`config.mk`:
```
export PLATFORM = sky130hd
export DESIGN_NAME = epp_cycle_engine
export DESIGN_NICKNAME = d
export VERILOG_FILES = /design/src/include/epp_pkg.sv /design/src/hw/epp_cycle_engine.sv
export SDC_FILE = /design/constraint.sdc
export NUM_CORES = 1
export LEC_CHECK = 0
export BUFFER_PORTS_ARGS = -buffer_cell sky130_fd_sc_hd__buf_2
export CAP_MARGIN = 20
export CORE_MARGIN = 2
export CORE_UTILIZATION = 61
export CTS_BUF_LIST = sky130_fd_sc_hd__clkbuf_8
export DETAILED_ROUTE_END_ITERATION = 8
export GPL_TIMING_DRIVEN = 1
export PLACE_DENSITY = 0.8
export SETUP_SLACK_MARGIN = 0.1
export SLEW_MARGIN = 30
export SYNTH_ARGS = -nofsm -noshare
export SYNTH_HDL_FRONTEND = slang
export SYNTH_SLANG_ARGS = --single-unit
```
`constraint.sdc`:
```
create_clock -name clk_in -period 4 [get_ports clk_in]
set_clock_uncertainty 0.2 [all_clocks]
set_input_delay 0.4 -clock clk_in [delete_from_list [all_inputs] [get_ports clk_in]]
set_output_delay 0.4 -clock clk_in [all_outputs]
set_load 0.005 [all_outputs]
```
`src/include/epp_pkg.sv`:
```
// Package: constants and carriers for the EPP cycle engine
package epp_pkg;
   localparam int CLK_HZ = 10_000_000;
   localparam int WDOG_US = 10;
   localparam int WDOG_CYCLES = (WDOG_US * CLK_HZ) / 1_000_000;
   localparam logic [2:0] OFS_EPP_ADDR = 3'h3;
   localparam logic [2:0] OFS_EPP_DATA_LO = 3'h4;
   localparam logic [7:0] DATA_RESET = 8'h00;
   localparam logic [5:0] CTRL_RESET = 6'h00;
   localparam int CTRL_STROBE = 0;
   localparam int CTRL_AUTOFD = 1;
   localparam int CTRL_INIT = 2;
   localparam int CTRL_SLCTIN = 3;
   localparam int CTRL_DIR = 5;
   localparam int FIFO_WIDTH = 9;
   localparam int FIFO_DEPTH = 32;
   localparam int WDOG_W = 8;

   typedef enum logic {TIMING_19, TIMING_17} timing_t;

   // One finished cycle: read data plus address flag
   typedef struct packed {
      logic is_addr;
      logic [7:0] data;
   } xfer_t;

   // Host request presented by the host bus decoder
   typedef struct packed {
      logic rd;
      logic wr;
      logic [2:0] offset;
      logic [7:0] wdata;
   } host_req_t;
endpackage

```
`src/hw/epp_cycle_engine.sv`:
```
// EPP cycle engine with a FIFO of completed read cycles
`timescale 1ns/100ps
`default_nettype none

module epp_fifo #(
   parameter int WIDTH = 9,
   parameter int DEPTH = 32
) (
   input wire logic clk_in,
   input wire logic rst_in,
   // Fill side
   input wire logic in_valid_in,
   output logic in_ready_out,
   input wire logic [WIDTH-1:0] in_data_in,
   // Drain side
   output logic out_valid_out,
   input wire logic out_ready_in,
   output logic [WIDTH-1:0] out_data_out
);
   localparam int AW = $clog2(DEPTH);
   logic [WIDTH-1:0] mem [DEPTH];
   logic [AW-1:0] wr_ptr;
   logic [AW-1:0] rd_ptr;
   logic [AW:0] count;
   logic push;
   logic pop;

   assign in_ready_out = (count != (AW+1)'(DEPTH));
   assign out_valid_out = (count != '0);
   assign push = in_valid_in && in_ready_out;
   assign pop = out_valid_out && out_ready_in;
   assign out_data_out = mem[rd_ptr];

   always_ff @(posedge clk_in) begin
      if (push) begin
         mem[wr_ptr] <= in_data_in;
      end
   end

   always_ff @(posedge clk_in) begin
      if (rst_in) begin
         wr_ptr <= '0;
         rd_ptr <= '0;
         count <= '0;
      end else begin
         if (push) begin
            wr_ptr <= wr_ptr + 1'b1;
         end
         if (pop) begin
            rd_ptr <= rd_ptr + 1'b1;
         end
         count <= count + (AW+1)'(push) - (AW+1)'(pop);
      end
   end
endmodule

module epp_cycle_engine (
   input wire logic clk_in,
   input wire logic rst_in,
   // Configuration and control register bits
   input wire logic epp_enable_in,
   input wire epp_pkg::timing_t timing_sel_in,
   input wire logic [5:0] ctrl_reg_in,
   input wire logic [7:0] spp_data_in,
   input wire logic timeout_clear_in,
   output logic timeout_flag_out,
   // Host bus
   input wire epp_pkg::host_req_t host_req_in,
   output logic iochrdy_out,
   output logic [7:0] host_data_bus_out,
   // Peripheral link
   input wire logic wait_n_in,
   input wire logic intr_in,
   output logic intr_out,
   output logic write_n_out,
   output logic data_strobe_n_out,
   output logic addr_strobe_n_out,
   output logic port_dir_out,
   output logic init_n_out,
   output logic strobe_n_out,
   output logic autofd_n_out,
   output logic slctin_n_out,
   input wire logic [7:0] port_data_in,
   output logic [7:0] port_data_out,
   output logic port_data_oe_out,
   // Completed transfers
   output logic xfer_valid_out,
   input wire logic xfer_ready_in,
   output epp_pkg::xfer_t xfer_out
);
   typedef enum logic [2:0] {
      IDLE, WAIT_LOW, STROBE, HOLD, DONE
   } state_t;

   state_t state;
   logic cyc_write;
   logic cyc_addr;
   logic [7:0] latch_data;
   logic [epp_pkg::WDOG_W-1:0] wdog;
   logic wdog_expired;
   logic strobe_on;
   logic host_active;
   logic start;
   logic fifo_ready;
   logic push;
   logic [7:0] rd_capture;

   // Every offset from the address port upward starts a cycle
   function automatic logic is_epp_offset(input logic [2:0] ofs);
      return ofs >= epp_pkg::OFS_EPP_ADDR;
   endfunction

   assign host_active = host_req_in.rd || host_req_in.wr;
   assign start = epp_enable_in && host_active &&
                  is_epp_offset(host_req_in.offset) && fifo_ready;
   assign wdog_expired = (wdog >= epp_pkg::WDOG_W'(epp_pkg::WDOG_CYCLES));

   // Cycle sequencer
   always_ff @(posedge clk_in) begin
      if (rst_in) begin
         state <= IDLE;
         cyc_write <= 1'b0;
         cyc_addr <= 1'b0;
      end else begin
         case (state)
            IDLE: begin
               if (start) begin
                  cyc_write <= host_req_in.wr;
                  cyc_addr <= (host_req_in.offset == epp_pkg::OFS_EPP_ADDR);
                  if (timing_sel_in == epp_pkg::TIMING_17) begin
                     state <= STROBE;
                  end else begin
                     state <= WAIT_LOW;
                  end
               end
            end
            WAIT_LOW: begin
               if (wdog_expired) begin
                  state <= DONE;
               end else if (!wait_n_in) begin
                  state <= STROBE;
               end
            end
            STROBE: begin
               if (timing_sel_in == epp_pkg::TIMING_17) begin
                  if (wdog_expired || !host_active) begin
                     state <= DONE;
                  end
               end else if (wdog_expired) begin
                  state <= DONE;
               end else if (wait_n_in) begin
                  state <= HOLD;
               end
            end
            HOLD: begin
               // Bus kept until peripheral lowers wait or the watchdog expires
               if (!wait_n_in || wdog_expired) begin
                  state <= DONE;
               end
            end
            DONE: begin
               if (!host_active) begin
                  state <= IDLE;
               end
            end
            default: state <= IDLE;
         endcase
      end
   end

   // Watchdog counts from host strobe; saturates to avoid wrap
   always_ff @(posedge clk_in) begin
      if (rst_in || state == IDLE || state == DONE) begin
         wdog <= '0;
      end else if (!wdog_expired) begin
         wdog <= wdog + 1'b1;
      end
   end

   // Set wins over software clear
   always_ff @(posedge clk_in) begin
      if (rst_in) begin
         timeout_flag_out <= 1'b0;
      end else if (state != IDLE && state != DONE && wdog_expired) begin
         timeout_flag_out <= 1'b1;
      end else if (timeout_clear_in) begin
         timeout_flag_out <= 1'b0;
      end
   end

   // Byte latches; a 1.7 write tracks the host byte while it holds
   // its strobe, since the byte is gone once the strobe drops
   assign rd_capture = port_data_in;
   always_ff @(posedge clk_in) begin
      if (rst_in) begin
         latch_data <= epp_pkg::DATA_RESET;
         host_data_bus_out <= epp_pkg::DATA_RESET;
      end else begin
         if (state == IDLE && start && host_req_in.wr) begin
            latch_data <= host_req_in.wdata;
         end else if (state == STROBE && cyc_write &&
                      timing_sel_in == epp_pkg::TIMING_17 &&
                      host_active) begin
            latch_data <= host_req_in.wdata;
         end
         if (state == STROBE && !cyc_write &&
             (wait_n_in || timing_sel_in == epp_pkg::TIMING_17)) begin
            host_data_bus_out <= rd_capture;
         end
      end
   end

   assign push = (state == STROBE) && !cyc_write &&
                 (timing_sel_in == epp_pkg::TIMING_17 ? !host_active
                                                      : wait_n_in);
   assign strobe_on = (state == STROBE);
   assign data_strobe_n_out = !(strobe_on && !cyc_addr);
   assign addr_strobe_n_out = !(strobe_on && cyc_addr);

   // Ready: 1.9 held low from start until wait rises, 1.7 only while wait low
   always_comb begin
      if (timing_sel_in == epp_pkg::TIMING_17) begin
         iochrdy_out = !(state == STROBE && !wait_n_in &&
                         !wdog_expired);
      end else begin
         iochrdy_out = !(state == WAIT_LOW || state == STROBE ||
                         (state == IDLE && start));
      end
   end

   // Port pins: EPP drive in a cycle, control register otherwise
   // Waiting for wait low counts as idle: write line and data
   // must not move while the previous peripheral cycle ends
   always_comb begin
      logic epp_busy;
      logic epp_read;
      logic interlocked;
      interlocked = (timing_sel_in == epp_pkg::TIMING_19);
      epp_busy = (state != IDLE) && (state != WAIT_LOW);
      epp_read = epp_busy && !cyc_write && interlocked;
      port_dir_out = ctrl_reg_in[epp_pkg::CTRL_DIR] || epp_read;
      // 1.7 write line follows the direction bit, except that a set strobe bit in a cycle forces it low
      if (epp_busy && interlocked) begin
         write_n_out = epp_read;
      end else begin
         write_n_out = ctrl_reg_in[epp_pkg::CTRL_DIR];
      end
      if (ctrl_reg_in[epp_pkg::CTRL_STROBE] && epp_busy) begin
         port_dir_out = 1'b0;
         write_n_out = 1'b0;
      end
      port_data_oe_out = !port_dir_out;
      port_data_out = (epp_busy && cyc_write) ? latch_data
                                              : spp_data_in;
   end

   // SPP outputs untouched by EPP cycles
   assign strobe_n_out = !ctrl_reg_in[epp_pkg::CTRL_STROBE];
   assign autofd_n_out = !ctrl_reg_in[epp_pkg::CTRL_AUTOFD];
   assign slctin_n_out = !ctrl_reg_in[epp_pkg::CTRL_SLCTIN];
   assign init_n_out = ctrl_reg_in[epp_pkg::CTRL_INIT] && !rst_in;
   assign intr_out = intr_in;

   // Full FIFO stalls new cycles via start
   epp_fifo #(
      .WIDTH(epp_pkg::FIFO_WIDTH),
      .DEPTH(epp_pkg::FIFO_DEPTH)
   ) epp_fifo_i (
      .clk_in(clk_in),
      .rst_in(rst_in),
      .in_valid_in(push),
      .in_ready_out(fifo_ready),
      .in_data_in({cyc_addr, rd_capture}),
      .out_valid_out(xfer_valid_out),
      .out_ready_in(xfer_ready_in),
      .out_data_out(xfer_out)
   );
endmodule

`default_nettype wire

```
Word level (Yosys, flattened, before mapping)

Memory sizes are Yosys's and may differ from the RTL's. A register that Yosys moved wholly into a read port is not among the register bits.
Index checks and enable logic that the tools add are counted.
W data, S select, Z words.

Logic and storage cells: 114
Memories: 1
Memory bits (writable): 288
Input bits: 43
Output and inout bits: 38
Register bits after elaboration: 46

Equality and inequality tests: 14
Reduce and logical (&&, ||, !) cells: 56
Multiplexer cells: 25
Order comparisons: 2
Bitwise logic cells: 1
Add/sub/neg operators: 5

Memories:

| name           | words | width | read ports | clocked after memory_dff | wr ports | RTL line               | RTL |
|---|---|---|---|---|---|---|---|
| epp_fifo_i.mem | 32    | 9     | 1          | 1                        | 1        | epp_cycle_engine.sv:21 | `logic [WIDTH-1:0] mem [DEPTH];` |

Operators with widths:

| cell                  | count |
|---|---|
| $mux W3               | 9 |
| $logic_and A1 B1 Y1   | 26 |
| $mux W8               | 3 |
| $pmux W3 S5           | 1 |
| $logic_not A1 Y1      | 14 |
| $add A5 B1 Y5 const B | 2 |
| $mux W5               | 2 |
| $eq A3 B2 Y1 const B  | 3 |
| $logic_or A1 B1 Y1    | 9 |
| $mux W1               | 9 |
| $add A8 B1 Y8 const B | 1 |
| $ge A8 B7 Y1 const B  | 1 |
| $add A6 B1 Y6         | 1 |
| $ne A2 B2 Y1 const B  | 3 |
| $ne A3 B3 Y1 const B  | 2 |
| $ne A6 B6 Y1 const B  | 1 |
| $reduce_and A6 Y1     | 1 |
| $reduce_bool A6 Y1    | 1 |
| $sub A6 B1 Y6         | 1 |
| $ne A4 B4 Y1 const B  | 1 |
| $reduce_bool A2 Y1    | 2 |
| $eq A3 B1 Y1 const B  | 1 |
| $eq A3 B3 Y1 const B  | 1 |
| $ge A3 B2 Y1 const B  | 1 |
| other kinds (7)       | 7 |

Depth between registers and ports, before layout

Gate-level depths: netlist of the first run.

Depth in word-level cells: 8
Depth in mapped cells: 15
Gate-level depth less buffers: 14

Cells and area by module

A second synthesis of the first run with hierarchy kept.

Cells, all modules: 856
Area, all modules: 13,858.3 µm²

Modules (own cells, without submodules):

| module           | instances | seq. area each (µm²) | cells each | area an instance (µm²) |
|---|---|---|---|---|
| epp_fifo         | 1         | 9,068.7              | 675        | 12,187.9 |
| epp_cycle_engine | 1         | 600.6                | 181        | 1,670.4 |

Worst setup path after synthesis of the first run

No wires, ideal clock.

Kind: register to register
Start point: register state[2]
End point: register epp_fifo_i.count[4]
Path slack: 1.113 ns
Cell stages (with the launch flop): 12
Data arrival time: 2.559 ns
Required time: 3.672 ns
Path buffers: 1
Library setup time: 0.128 ns
Clock period less this slack: 2.887 ns
Path through: dfxtp_1 -> clkbuf_2 -> or4b_4 -> nor4_4 -> ha_1 -> inv_1 -> fa_1 -> inv_1 -> a21oi_1 -> o21bai_1 -> xnor2_1 -> nor2_1

Cells in the longest elaborated chain, start to end: 6

Ends and longest elaborated chain:

| what                              | RTL line                | RTL |
|---|---|---|
| from (decl)                       | epp_cycle_engine.sv:95  | `state_t state;` |
| from (signal assigned)            | epp_cycle_engine.sv:121 | `state <= IDLE;` |
| from (signal assigned)            | epp_cycle_engine.sv:131 | `state <= STROBE;` |
| from (signal assigned)            | epp_cycle_engine.sv:133 | `state <= WAIT_LOW;` |
| $eq A3 B2 Y1                      | epp_cycle_engine.sv:213 | `assign push = (state == STROBE) && !cyc_write &&` |
| $logic_and A1 B1 Y1 (2 in series) | epp_cycle_engine.sv:213 |  |
| $logic_and A1 B1 Y1               | epp_cycle_engine.sv:30  | `assign push = in_valid_in && in_ready_out;` |
| via epp_fifo_i.push               | epp_cycle_engine.sv:25  | `logic push;` |
| $add A6 B1 Y6                     | epp_cycle_engine.sv:52  | `count <= count + (AW+1)'(push) - (AW+1)'(pop);` |
| $sub A6 B1 Y6                     | epp_cycle_engine.sv:52  |  |
| to (signal assigned)              | epp_cycle_engine.sv:52  |  |
| to (decl)                         | epp_cycle_engine.sv:24  | `logic [AW:0] count;` |

The timed path passes the listed nets, and every way through them passes these cells.
A chain may end at the register's enable or synchronous reset.

==> metrics.md, run 1 <==
| Metric | Value |
|---|---|
| Setup-failing EPs final | `0` |
| Clk slew on worst S/H paths | `0.06 ns` |
| Final hold vios | `0` |
| Seq cells post-synth | `339` |
| TritonCTS buffer count | `52` |
| Clock buffer depth | `3` |
| FF+latch area | `9674 um2` |
| Post-synth EDFFs | `288` |
| Fmax | `278.4 MHz` |
| DR pass1 iterations | `5` |
| Slew Limit Fails | `0` |
| Crit-path leading delay family | `compound AO/OA/AOI/OAI gates` |
| Worst slew pin tran | `0.8702 ns` |
| Biggest cell delay along the critical path | `0.69 ns` |
| CP Cell Sequence | `and2_1 > a221oi_1 > a22oi_1 > o221ai_1 > buf_2` |
| Via density | `5.920` |
| Top Ports | `81` |
| Async set or reset register ratio after synthesis | `0%` |
| DRC viols | `0` |
| Clk_lat worst skew | `0.57 ns` |
| Avg WL per Cell | `21.37 um` |
| Distinct cells, synth | `55` |
| Port buffer count | `77` |
| Fillers | `1369` |
| CTS tree | `done` |
| Final worst-path cycle share | `89.81%` |
| Vias in the first global route | `7790` |
| Post-Syn Nets | `905` |
| CP endpoint kind | `output port` |
| Max-cap violations | `0` |
| Dpl hpwl | `16960 um` |
| Core Area | `21960 um2` |
| Top cell type's share of synthesized area | `63.05%` |
| P_int | `5.810 mW` |
| CTS root buf | `clkbuf_8` |
| Slowest cell on the critical path | `and2_1` |
| Sequential Power Share | `50.1%` |
| Hold slack | `0.04224 ns` |
| Hold Path Class | `primary input to register` |
| Nets | `1043` |
| Min Tclk post-route | `3.593 ns` |
| Gate Count Post-Synth | `846` |
| Total track usage | `23.75%` |
| Maximum vdd drop | `0.2878 mV` |
| Max_slew headroom | `41.77%` |
| Syn. warnings | `0` |
| Number of antenna violations at the first check in global routing | `0` |
| Sw Ratio | `27.07%` |
| Ys flop type | `edfxtp_1` |
| Share of cells above drive strength 1 | `22.88%` |
| Area of the multi-input gates | `3792 um2` |
| Setup bufs post-CTS | `0` |
| Register area share after synthesis | `70.49%` |
| Crit path buf inv count | `1` |
| Die area | `23700 um2` |
| Synth-to-Final Area Change | `13.76%` |
| Status | `complete, no violations` |
| Mapped cell area | `13720 um2` |
| Detail Route Antenna Nets | `0` |
| Final weighted congestion in routability-driven placement | `0.8416` |
| Worst setup margin | `0.4074 ns` |
| CP Class | `register to output port` |
| Clock power share | `31.4%` |
| Leading area contributor after synthesis | `edfxtp_1` |
| Most area-consuming cells after synthesis | `edfxtp_1 63%, mux2i_1 7.9%, dfxtp_1 7.4%, mux4_2 5.9%, nor2_1 2.5%` |
| N_diodes | `0` |
| Iter 0 DRT Violations | `698` |
| H-tree depth | `2` |
| Worst path required time | `3.40 ns` |
| Total negative slack | `0 ns` |
| Worst-path fanout max | `18` |
| Global-route wire length before repair | `42780 um` |
| Worst endpoint data arrival time | `2.99 ns` |
| Share of power burned in combinational logic | `18.5%` |
| Sw Pwr | `2.156 mW` |
| Drt total wl | `27930 um` |
| Power Dens Cells | `510.5 nW/um2` |
| Chip width | `154.0 um` |
| Setup crit start kind | `register` |
| Via count | `7738` |
| Starting density of the core | `62.47%` |
| CTS Sinks | `339` |
| RSZ-0062 raised after global routing | `no` |
| Pre-CTS WS | `0.6757 ns` |
| Largest net degree at the start of global routing | `50` |
| DIE HEIGHT | `154.0 um` |
| Mean post-synth cell area | `16.21 um2` |
| Leakage power | `5.387 nW` |
| # rows | `54` |
| Total grt overflow | `0` |
## per-layer routing
| layer | global-route usage, % | share of wire (%) |
|---|---|---|
| met2 | 39.61 | 50 |
| met4 | 8.144 | 2.3 |
| met3 | 4.397 | 7.5 |
| met5 | 0 | 0 |
| met1 | 31.92 | 40 |
## final timing paths
path / startpoint / to / slack [ns] / cells after the start
min: host_req_in[11] / state[2] / 0.04 / 3
max reg2reg: state[1] / epp_fifo_i.mem[5][0] / 0.66 / 4
max: register / xfer_out[6] / 0.41 / 5
min reg2reg: wdog[7] / wdog[7] / 0.26 / 2
## power groups by stage
stage | clock, mW | sequential (mW) | combinational [mW]
after CTS | 2.55 | 4.00 | 1.47
final | 2.50 | 3.99 | 1.47
after global placement | 0 | 4.07 | 1.41
after global routing | 2.70 | 4.01 | 1.59
after detailed placement | 0 | 4.07 | 1.45
after floorplan | 0 | 3.99 | 1.06
## Yosys cell counts, drive strengths merged, types with 7 or more instances
cell    count
a22oi      11
nor2       91
dfxtp      51
mux2        8
a22o       17
a21oi      31
ha         15
clkbuf     22
mux2i     108
nand2      29
inv        20
edfxtp    288
a221oi      8
or3         7
mux4       36
xnor2       8
buf        21
o221ai      8
xor2        8
## cell usage in the layout, fill, tap and decap left out, types with 3 or more instances in the layout
master / count
a21oi_1: 31
a221oi_1: 8
a22o_1: 17
a22oi_1: 11
and2_1: 3
buf_2: 77
buf_4: 37
clkbuf_8: 52
clkinv_1: 12
clkinv_2: 7
dfxtp_1: 49
dlygate4sd3_1: 12
edfxtp_1: 288
ha_1: 15
inv_1: 43
mux2_2: 8
mux2i_1: 108
mux4_2: 36
nand2_1: 28
nand3_1: 4
nand3b_1: 4
nand4_1: 4
nor2_1: 90
nor2b_1: 4
nor3_1: 3
o21ai_0: 4
o221ai_1: 8
or2_2: 3
or3_1: 7
xnor2_1: 8
xor2_1: 8
## cells by family after synthesis
kind of cell | after synthesis | synth area share, %
AOI/OAI and AO/OA | 95 | 4.980
xor gates and xnor gates | 16 | 1.022
adders and majority gates | 16 | 1.514
buffers and inverters | 63 | 1.861
DFF | 339 | 70.49
muxes | 152 | 14.45
and+or+nand+nor | 165 | 5.683
## through the flow
stage	utilization [%]	std cells	power, mW	cell area, um2
after CTS	71.07	1307	8.021	15610
final	71.07	1307	7.966	15610
after detailed placement	66.38	1198	5.520	14580
after global routing	71.07	1307	8.303	15610
after global placement	66.38	1198	5.484	14580
after floorplan	-	846	5.057	13720
## tightest hold or removal path, delay by kind of cell
| family | cells | cell delay (ns) |
|---|---|---|
| AO/OA/AOI/OAI | 1 | 0.16 |
| buffers and inverters | 1 | 0.12 |
| AND/OR/NAND/NOR | 1 | 0.07 |
## layout make-up
class | instances | area share [%]
clock buffer | 52 | 4.586
clock inverter | 45 | 1.243
inverter | 20 | 0.4811
multi-input combinational | 444 | 24.30
sequential | 339 | 61.99
tap | 280 | 2.245
timing repair buffer | 127 | 5.148
## sequential cells by signal, summed over array words and instances, names as in the netlist, named ones only
| name | cells |
|---|---|
| wdog | 8 |
| epp_fifo_i.mem | 288 |
| host_data_bus_out | 8 |
| cyc_addr | 1 |
| latch_data | 8 |
| state | 3 |
| cyc_write | 1 |
| epp_fifo_i.count | 6 |
| timeout_flag_out | 1 |
| epp_fifo_i.wr_ptr | 5 |
| epp_fifo_i.rd_ptr | 5 |
## timing repair
item,CTS,global route
hold endpoints to repair,11,0
hold buffers,12,0
resized for setup,0,0
endpoints found under the setup margin,0,0
(Power assumes the default switching activity.)
==> run 2, diff against run 1 <==
--- a/config.mk
+++ b/config.mk
@@ -12,6 +12,7 @@
 export CTS_BUF_LIST = sky130_fd_sc_hd__clkbuf_8
 export DETAILED_ROUTE_END_ITERATION = 8
 export GPL_TIMING_DRIVEN = 1
+export HOLD_SLACK_MARGIN = 0.06
 export PLACE_DENSITY = 0.8
 export SETUP_SLACK_MARGIN = 0.1
 export SLEW_MARGIN = 30
==> metrics.md, run 2 (synthesized netlist as in run 1, its figures left out) <==
| Metric | Value |
|---|---|
| Placed insts | `1198 (unchanged)` |
| H-tree depth | `2 (unchanged)` |
| Total track usage | `23.79% (+0.044 points)` |
| Sink of the worst hold path | `cyc_write` |
| Share of cells above drive strength 1 | `22.82% (-0.067 points)` |
| Fillers | `1360 (-0.66%)` |
| CP Class | `register to output port` |
| # rows | `54 (unchanged)` |
| Number of antenna violations at the first check in global routing | `0 (unchanged)` |
| DR pass1 iterations | `5 (unchanged)` |
| Grt met3 use | `4.425% (+0.028 points)` |
| Worst reg2reg path depth | `4 (unchanged)` |
| Top Usage Layer GRT | `met2` |
| Most common cell after layout, fill and taps aside | `edfxtp_1` |
| Drt total wl | `28000 um (+0.23%)` |
| Setup-failing EPs final | `0 (unchanged)` |
| Setup crit start kind | `register` |
| Vias in the first global route | `7837 (+0.60%)` |
| Pre-CTS WS | `0.6757 ns (unchanged)` |
| Maximum vdd drop | `0.2893 mV (+0.52%)` |
| Total grt overflow | `0 (unchanged)` |
| CTS root buf | `clkbuf_8` |
| N_diodes | `0 (unchanged)` |
| CP endpoint kind | `output port` |
| Reg-to-reg slack, setup | `0.68 ns (+0.02 ns)` |
| CTS Sinks | `339 (unchanged)` |
| Hold path depth | `5 (+2)` |
| Hold Startpoint | `epp_enable_in` |
| Final weighted congestion in routability-driven placement | `0.8416 (unchanged)` |
| Hold Path Class | `primary input to register` |
| Synth-to-Final Area Change | `13.98%` |
| Power Dens Cells | `509.4 nW/um2 (-0.20%)` |
| Slew Limit Fails | `0 (unchanged)` |
| Die area | `23700 um2 (unchanged)` |
| Global-route wire length before repair | `42870 um (+0.21%)` |
| Setup bufs post-CTS | `0 (unchanged)` |
| Worst path required time | `3.40 ns (about the same)` |
| Worst reg2reg endpoint | `epp_fifo_i.mem[5][0]` |
| Reg with most FFs | `epp_fifo_i.mem` |
| Max-cap violations | `0 (unchanged)` |
| TritonCTS buffer count | `52 (unchanged)` |
| Clk_lat worst skew | `0.56 ns (about the same)` |
| Via density | `5.928 (+0.13%)` |
| Top Ports | `81 (unchanged)` |
| RSZ-0062 raised after global routing | `no` |
| Status | `complete, no violations` |
| Port buffer count | `77 (unchanged)` |
| Fmax | `276.9 MHz (-0.51%)` |
| Met2 usage | `39.65% (+0.043 points)` |
| Worst endpoint data arrival time | `3.01 ns (+0.02 ns)` |
| Min Tclk post-route | `3.611 ns (+0.01830 ns)` |
| Iter 0 DRT Violations | `668 (-4.3%)` |
| Worst-path fanout max | `18 (unchanged)` |
| Starting density of the core | `62.47% (unchanged)` |
| Final hold vios | `0 (unchanged)` |
| Total negative slack | `0 ns (unchanged)` |
| DRC viols | `0 (unchanged)` |
| Via count | `7766 (+0.36%)` |
| Worst setup margin | `0.3891 ns (-0.01830 ns)` |
| Final worst-path cycle share | `90.27% (+0.46 points)` |
| Chip width | `154.0 um (unchanged)` |
| Leakage power | `5.400 nW (+0.26%)` |
| Max reg flops | `288 (unchanged)` |
| Avg WL per Cell | `21.37 um (about the same)` |
| Largest net degree at the start of global routing | `50 (unchanged)` |
| Worst slew pin tran | `0.8647 ns (-0.005508 ns)` |
| Dpl hpwl | `16960 um (unchanged)` |
| CTS tree | `done` |
| R2R Path Start | `state[1]` |
| Commonest cells after routing, fill and taps aside | `288 x edfxtp_1, 108 x mux2i_1, 90 x nor2_1` |
| DIE HEIGHT | `154.0 um (unchanged)` |
| Clock buffer depth | `3 (unchanged)` |
| Detail Route Antenna Nets | `0 (unchanged)` |
| Met1 Usage GRT | `32.00% (+0.080 points)` |
| Nets | `1046 (+0.29%)` |
| Max_slew headroom | `42.14% (+0.37 points)` |
| Post-Layout Cell Count | `1310 (+0.23%)` |
| Core Area | `21960 um2 (unchanged)` |
| Clk slew on worst S/H paths | `0.06 ns (about the same)` |
==> run 2: layout make-up <==
class | instances | area (um2) | share of cell area, %
tap | 280 | 350.3 | 2.241
inverter | 20 | 75.07 | 0.4802
timing repair buffer | 130 | 833.3 | 5.330
multi-input combinational | 444 | 3792 | 24.26
clock inverter | 45 | 193.9 | 1.240
clock buffer | 52 | 715.7 | 4.577
sequential | 339 | 9674 | 61.88
==> run 2: worst max-delay path by stage <==
stage                           end  slack (ns)  depth (start not counted)
6_report                xfer_out[6]        0.39                          5
5_1_grt                 xfer_out[6]        0.23                          5
3_5_place_dp   epp_fifo_i.mem[5][1]        0.68                          4
4_1_cts                 xfer_out[6]        0.44                          5
3_3_place_gp   epp_fifo_i.mem[5][0]        0.73                          4
2_1_floorplan   epp_fifo_i.count[4]        1.11                         11
==> run 2: metrics by stage <==
stage	util, %	instance area, um2	power [mW]	hold WS (ns)
6_report	71.20	15640	7.965	0.1165
5_1_grt	71.20	15640	8.305	0.1468
4_1_cts	71.20	15640	8.023	0.07025
3_5_place_dp	66.38	14580	5.520	0.2506
3_3_place_gp	66.38	14580	5.484	0.2402
2_1_floorplan	-	13720	5.057	0.2283
==> run 2: what timing repair did <==
item                                   CTS  global route
resized for setup                        0             0
setup endpoints to repair                0             0
hold buffers                            15             0
endpoints found under the hold margin   14             0
==> run 2: layer usage <==
| layer | vias to the layer above | part of all wire (%) |
|---|---|---|
| li1 | 3557 | - |
| met1 | 3820 | 41 |
| met2 | 341 | 49 |
| met3 | 48 | 7.6 |
| met4 | 0 | 2.5 |
| met5 | - | 0 |
==> run 2: worst max-delay path: stages, from the launching register on <==
cell and delay [ns]:
dfxtp_2 0.59, and2_1 0.70, a221oi_1 0.29, a22oi_1 0.47, o221ai_1 0.22, buf_2 0.17
==> run 2: power by group <==
group | internal (mW) | switching [mW] | total [mW] | leakage, nW
Clock | 1.22 | 1.28 | 2.50 | 0.553
Combinational | 0.700 | 0.771 | 1.47 | 1.79
Sequential | 3.89 | 0.103 | 3.99 | 3.06
Total | 5.81 | 2.15 | 7.97 | 5.40
